--- config.mk ---
export PLATFORM = sky130hd
export DESIGN_NAME = usb_descriptor_base_and_config
export DESIGN_NICKNAME = d
export VERILOG_FILES = /design/src/hdl/usb_desc_pkg.sv /design/src/hdl/bank_wr_if.sv /design/src/hdl/sync2.sv /design/src/hdl/usb_descriptor_base_and_config.sv
export VERILOG_INCLUDE_DIRS = /design/src /design/src/hdl
export SDC_FILE = /design/constraint.sdc
export NUM_CORES = 1
export LEC_CHECK = 0
export BUFFER_PORTS_ARGS = -buffer_cell sky130_fd_sc_hd__buf_2
export CORE_MARGIN = 4
export CORE_UTILIZATION = 30
export CTS_BUF_LIST = sky130_fd_sc_hd__clkbuf_16
export CTS_CLUSTER_DIAMETER = 100
export DETAILED_ROUTE_END_ITERATION = 8
export HOLD_SLACK_MARGIN = 0.12
export PLACE_DENSITY = 0.63
export SYNTH_ARGS = -nofsm -noshare
export SYNTH_HDL_FRONTEND = slang
export SYNTH_SLANG_ARGS = --single-unit
--- constraint.sdc ---
create_clock -name sys_clk -period 1.9 [get_ports sys_clk]
set_input_delay 0.19 -clock sys_clk [delete_from_list [all_inputs] [get_ports sys_clk]]
set_output_delay 0.19 -clock sys_clk [all_outputs]
set_load 0.02 [all_outputs]
--- src/hdl/usb_desc_cfg.svh ---
// Register offsets, field positions and reset values of the descriptor base and configuration bank.
`ifndef USB_DESC_CFG_SVH
`define USB_DESC_CFG_SVH
`define OFF_BASE_LOW 12'h000
`define OFF_BASE_MID 12'h004
`define OFF_BASE_HIGH 12'h008
`define OFF_CONFIG 12'h00C
`define OFF_STATUS 12'h010
`define LOW_MASK 8'hFE
`define CONFIG_MASK 8'hD1
`define BYTE_RESET 8'h00
`define BIT_EYE 7
`define BIT_OEMON 6
`define BIT_SIDL 4
`define BIT_ASUSP 0
`define ALIGN_ZERO 9'h000
`define READ_ZERO 32'h0000_0000
`define UPPER_ZERO 24'h00_0000
`define STATUS_PAD 28'h000_0000
`endif

--- src/hdl/usb_desc_pkg.sv ---
// Types shared by the descriptor base and configuration bank.
package usb_desc_pkg;
  typedef enum logic [1:0]
  {
    SUSP_RUN = 2'b00,
    SUSP_AUTO = 2'b01,
    SUSP_SOFT = 2'b11
  } susp_state_t;
  typedef logic [7:0] reg_byte_t;
endpackage

--- src/hdl/bank_wr_if.sv ---
// Write strobes and data that pass from the bus slave to the register storage.
`timescale 1ns/1ps
interface bank_wr_if;
  logic wr_low;
  logic wr_mid;
  logic wr_high;
  logic wr_cfg;
  logic [7:0] wdata;
  modport src (output wr_low, output wr_mid, output wr_high, output wr_cfg, output wdata);
  modport dst (input wr_low, input wr_mid, input wr_high, input wr_cfg, input wdata);
endinterface

--- src/hdl/sync2.sv ---
// Two-flip-flop synchroniser for one level from outside the clock domain.
`timescale 1ns/1ps
module sync2 (
  // Clock and reset.
  input wire logic sys_clk,
  input wire logic rst_n,
  // Level in and out.
  input wire logic d,
  output logic q
);
  logic meta_reg;

  // The first stage feeds only the second stage.
  always_ff @(posedge sys_clk or negedge rst_n)
  begin
    if (!rst_n)
    begin
      meta_reg <= 1'b0;
      q <= 1'b0;
    end
    else
    begin
      meta_reg <= d;
      q <= meta_reg;
    end
  end
endmodule

--- src/hdl/usb_descriptor_base_and_config.sv ---
// Descriptor table base and configuration bank of a full-speed USB controller, APB slave.
//
// Overview of operation
// The low base register keeps a writable 7-bit field in bits 7:1 giving base bits 15:9.
// The mid base register keeps a writable byte giving base bits 23:16.
// The high base register keeps a writable byte giving base bits 31:24.
// The formed 32-bit table base always has bits 8:0 at zero, a 512-byte alignment.
// Bit 0 of the low base register reads zero and ignores writes.
// Bits 31:8 of all four registers read zero and ignore writes.
// Configuration bit 7 enables the transceiver eye-pattern test, else it stays off.
// Configuration bit 6 lets the drive indicator show when D+ and D- are driven.
// Configuration bit 4 halts the module while the chip idles, else it runs on.
// Configuration bit 0 makes the module suspend by itself when the chip sleeps.
// Without auto-suspend only the software suspend bit suspends and stops the 48 MHz clock.
// Implemented bits reset to zero and read back the last value written.
`timescale 1ns/1ps
`include "usb_desc_cfg.svh"
module usb_descriptor_base_and_config
  import usb_desc_pkg::*;
(
  // Clock and reset.
  input wire logic sys_clk,
  input wire logic rst_n,
  // APB slave.
  input wire logic psel,
  input wire logic penable,
  input wire logic pwrite,
  input wire logic [11:0] paddr,
  input wire logic [31:0] pwdata,
  output logic [31:0] prdata,
  output logic pready,
  output logic pslverr,
  // Chip power state and transceiver, from outside the clock domain.
  input wire logic chip_idle,
  input wire logic chip_sleep,
  input wire logic software_suspend,
  input wire logic xcvr_driving,
  // Controls to the rest of the controller.
  output logic [31:0] table_base,
  output logic eye_pattern_test_enable,
  output logic drive_indicator,
  output logic module_halted,
  output logic module_suspended,
  output logic usb_clk_enable
);
  import usb_desc_pkg::*;

  bank_wr_if wr ();
  reg_byte_t low_reg;
  reg_byte_t mid_reg;
  reg_byte_t high_reg;
  reg_byte_t cfg_reg;
  logic idle_s;
  logic sleep_s;
  logic soft_s;
  logic drive_s;
  logic access;
  logic decode_ok;
  logic [31:0] rdata_next;
  susp_state_t susp_reg;
  susp_state_t susp_next;

  // Pin levels pass two flip-flops before any logic reads them.
  sync2 u_sync_idle (.sys_clk(sys_clk), .rst_n(rst_n), .d(chip_idle), .q(idle_s));
  sync2 u_sync_sleep (.sys_clk(sys_clk), .rst_n(rst_n), .d(chip_sleep), .q(sleep_s));
  sync2 u_sync_soft (.sys_clk(sys_clk), .rst_n(rst_n), .d(software_suspend), .q(soft_s));
  sync2 u_sync_drive (.sys_clk(sys_clk), .rst_n(rst_n), .d(xcvr_driving), .q(drive_s));

  // Zero-wait slave: every access completes in its first access cycle.
  assign pready = 1'b1;
  assign access = psel && penable;

  // Address decode; unmapped addresses answer with an error and write nothing.
  always_comb
  begin
    decode_ok = 1'b1;
    rdata_next = `READ_ZERO;
    if (paddr == `OFF_BASE_LOW)
    begin
      rdata_next = {`UPPER_ZERO, low_reg};
    end
    else if (paddr == `OFF_BASE_MID)
    begin
      rdata_next = {`UPPER_ZERO, mid_reg};
    end
    else if (paddr == `OFF_BASE_HIGH)
    begin
      rdata_next = {`UPPER_ZERO, high_reg};
    end
    else if (paddr == `OFF_CONFIG)
    begin
      rdata_next = {`UPPER_ZERO, cfg_reg};
    end
    else if (paddr == `OFF_STATUS)
    begin
      // Read-only view of the power state so software can see the outcome.
      rdata_next = {`STATUS_PAD, usb_clk_enable, module_suspended,
        module_halted, drive_indicator};
    end
    else
    begin
      decode_ok = 1'b0;
    end
  end

  assign pslverr = access && !decode_ok;

  // Read data is captured in the setup cycle, so it comes from a flip-flop and
  // still stands for the whole zero-wait access phase.
  always_ff @(posedge sys_clk or negedge rst_n)
  begin
    if (!rst_n)
    begin
      prdata <= `READ_ZERO;
    end
    else if (psel && !penable)
    begin
      prdata <= rdata_next;
    end
  end

  // Only the low byte of pwdata is stored; upper bits are dropped.
  assign wr.wdata = pwdata[7:0];
  assign wr.wr_low = access && pwrite && (paddr == `OFF_BASE_LOW);
  assign wr.wr_mid = access && pwrite && (paddr == `OFF_BASE_MID);
  assign wr.wr_high = access && pwrite && (paddr == `OFF_BASE_HIGH);
  assign wr.wr_cfg = access && pwrite && (paddr == `OFF_CONFIG);

  // Base register storage; bit 0 of the low byte is masked so it never holds a one.
  always_ff @(posedge sys_clk or negedge rst_n)
  begin
    if (!rst_n)
    begin
      low_reg <= `BYTE_RESET;
      mid_reg <= `BYTE_RESET;
      high_reg <= `BYTE_RESET;
    end
    else
    begin
      if (wr.wr_low)
      begin
        low_reg <= wr.wdata & `LOW_MASK;
      end
      if (wr.wr_mid)
      begin
        mid_reg <= wr.wdata;
      end
      if (wr.wr_high)
      begin
        high_reg <= wr.wdata;
      end
    end
  end

  // Configuration storage; unimplemented bits 5 and 3:1 stay zero.
  always_ff @(posedge sys_clk or negedge rst_n)
  begin
    if (!rst_n)
    begin
      cfg_reg <= `BYTE_RESET;
    end
    else if (wr.wr_cfg)
    begin
      cfg_reg <= wr.wdata & `CONFIG_MASK;
    end
  end

  // Table base with the nine alignment bits forced low.
  assign table_base = {high_reg, mid_reg, low_reg[7:1], `ALIGN_ZERO};

  // Test and monitor controls, registered so they come from flip-flops.
  always_ff @(posedge sys_clk or negedge rst_n)
  begin
    if (!rst_n)
    begin
      eye_pattern_test_enable <= 1'b0;
      drive_indicator <= 1'b0;
      module_halted <= 1'b0;
    end
    else
    begin
      eye_pattern_test_enable <= cfg_reg[`BIT_EYE];
      drive_indicator <= cfg_reg[`BIT_OEMON] && drive_s;
      module_halted <= cfg_reg[`BIT_SIDL] && idle_s;
    end
  end

  // Suspend state: software suspend wins, auto suspend follows sleep only if enabled.
  always_comb
  begin
    susp_next = SUSP_RUN;
    if (soft_s)
    begin
      susp_next = SUSP_SOFT;
    end
    else if (cfg_reg[`BIT_ASUSP] && sleep_s)
    begin
      susp_next = SUSP_AUTO;
    end
  end

  // Suspend state register; a cause that goes away lets the module run again.
  always_ff @(posedge sys_clk or negedge rst_n)
  begin
    if (!rst_n)
    begin
      susp_reg <= SUSP_RUN;
    end
    else
    begin
      susp_reg <= susp_next;
    end
  end

  // A suspended module gates its 48 MHz clock off.
  always_comb
  begin
    case (susp_reg)
      SUSP_RUN:
      begin
        module_suspended = 1'b0;
      end
      default:
      begin
        module_suspended = 1'b1;
      end
    endcase
  end
  assign usb_clk_enable = !module_suspended;
endmodule

==> impl_metrics.toml <==
[pwr]
swShare = 0.232
comb_power_share = 0.098
cellInternalPower_mw = 1.72
finalPower_mw = 2.24
power_frac_seq = 0.463
p_leak_nw = 1.65
powerDensity_mw_per_mm2 = 720
irDropWorstVdd_mv = 0.534
p_sw_uw = 521
clockPowerShare = 0.439

[critical_path]
crit_type = "input port to flop"
cp-start-kind = "input port"
critPathCaptureType = "flop"
crit_required_ns = 2.07
crit_fanout = 4
critical_path_arrival_ns = 2.01
startpoint = "paddr[5]"
r2r_start = "susp_reg[1]"

[timing]
rsz0062_at_grt = "no"
fmaxAchievable_ghz = 0.544
slew_violations = 0
finClkSkew_ns = 0.00310
timing.final.crit_period_ns = 1.84
relSlewSlack = 0.504
final-hold-violation-count = 0
tightest_slew_ns = 0.743
fin_ws_ns = 0.0634
finalCritPeriodShare = 0.967
finalSetupViolCount = 0
fin_tns_setup_ns = 0
fin_hold_ws_ns = 0.175

[clocking]
clockBufferDepth = 2
cts_max_level = 2
clock-sinks = 48
cts_setup_buffers = 0
root_buffer = "clkbuf_16"
cts_made_buffers = 5
cts_tree = "built"
clk_pin_slew_worst_paths_ns = 0.07
clk-insertion-delay-late_ns = 0.28

[finish]
seq_area_mm2 = 0.00120
drive_above_1_share = 0.448
layout.cells.non_filler = 408
final_common_cell = "buf_2"
finish.utilization = 0.403
insertedDiodeCount = 0
fin_area_mm2 = 0.00311
syn_to_final_growth_pct = 30.0
layout_common_cells = "buf_2, dfrtp_1, conb_1"
nets = 358
multiInputGateArea_mm2 = 0.00103
fillers = 766

[die]
die_y_um = 97.3
die_w_um = 97.3
initial_utilization = 0.310
dieArea_mm2 = 0.00947
ios = 124
core_area_mm2 = 0.00773
rows = 32

[hold_path]
worstHoldStart = "pwdata[5]"
hp-class = "input port to flop"

[drt]
vias_per_cell = 4.63
wl_um = 6210
vias = 1889
drt-initial-drc-count = 128
antenna_left = 0
wl_per_cell_um = 15.2
first_pass_iters = 4
drc = 0

[outcome]
status = "complete, no violations"

[global_routing]
overflow = 0
grt_pass1_vias = 1928
grt_max_degree = 33
antenna_found_initial = 0
grt_pass1_wl_um = 10100
grt_usage = 0.132

[placement]
post-place-cells = 395
port_buffers = 65
post-dp-hpwl_um = 4890
pre_cts_ws_ns = -0.260
place_area_mm2 = 0.00288
gp_congestion = 0.825

[logic_synthesis]
seq_area_frac_synth = 0.502
synth_cell_types = 42
yosysWarnings = 0
syn_avg_cell_area_um2 = 11.3
netlist_instances = 211
synthesis.area_mm2 = 0.00239
synth_seq_cells = 48

[job]
drv_cap = 0
[synth_stat cells, drive strengths merged]
cell,count,area (um2)
a21oi,6,30.0
or2b,1,7.51
inv,2,7.51
nand3,9,45.0
or4,2,18.8
nand4,1,6.26
a22oi,3,22.5
a21o,1,7.51
nand2b,3,18.8
a31oi,3,18.8
a211oi,1,7.51
dfrtp,48,1200
conb,2,7.51
mux2,27,334
or3,3,18.8
o21ai,8,40.0
nor3,2,10.0
nand2,7,26.3
o31ai,1,7.51
o211ai,3,22.5
mux2i,1,10.0
a21boi,1,7.51
and3,2,12.5
or4b,1,10.0
nor3b,1,7.51
a2111oi,1,8.76
and2,8,50.1
buf,38,278
or3b,1,8.76
clkbuf,4,15.0
nor2b,2,12.5
a32o,1,10.0
o21ba,3,30.0
nor2,7,26.3
nor4,5,31.3
o32ai,1,8.76
o41ai,1,8.76
[power by group through the flow]
stage	clock network (mW)	registers, mW	logic [mW]
floorplan	0	1.06	0.162
global placement	0	1.06	0.206
detailed placement	0	1.06	0.209
CTS	1.00	1.04	0.217
global route	1.05	1.04	0.241
finish	0.983	1.04	0.220
[metal layers]
layer	wire, um	global-route usage	vias to the layer above
met5	0	0	-
met4	63	0.0298	0
met3	574	0.0359	7
met2	2910	0.217	103
met1	2670	0.176	908
li1	-	-	871
[final timing paths]
kind,endpoint,slack (ns),cells past startpoint
worst max-delay path,high_reg[5],0.06,6
worst min-delay path,mid_reg[5],0.17,2
worst max register to register,prdata[2],0.68,4
worst min register to register,u_sync_drive.q,0.35,0
max in group asynchronous,cfg_reg[6],0.76,3
min in group asynchronous,low_reg[4],0.52,2
[critical path, stage by stage]
cell and delay, ns:
buf_2 0.11, or4_4 0.54, or3_1 0.36, or3_1 0.33, buf_4 0.18, mux2_4 0.30
[layout make-up]
type,instances,area share
timing repair buffer,97,0.186
inverter,2,0.00241
tap,102,0.0410
clock buffer,5,0.0402
clock inverter,3,0.0137
sequential,48,0.386
multi-input combinational,151,0.331
[logic make-up (layout without fill, tap and decap cells)]
| group | after synthesis | after routing | synth area share |
|---|---|---|---|
| simple gates | 55 | 55 | 0.130 |
| flops | 48 | 48 | 0.502 |
| buf+inv | 44 | 107 | 0.125 |
| compound gates | 34 | 34 | 0.0962 |
| mux | 28 | 28 | 0.144 |
| other cells | 2 | 34 | 0.00314 |
[timing repair]
action	CTS	global route
endpoints found under the hold margin	34	0
gates cloned	0	0
gates resized for setup	1	4
endpoints found under the setup margin	1	9
hold buffers	5	0
Note: power is estimated with default switching activity, not from simulation.
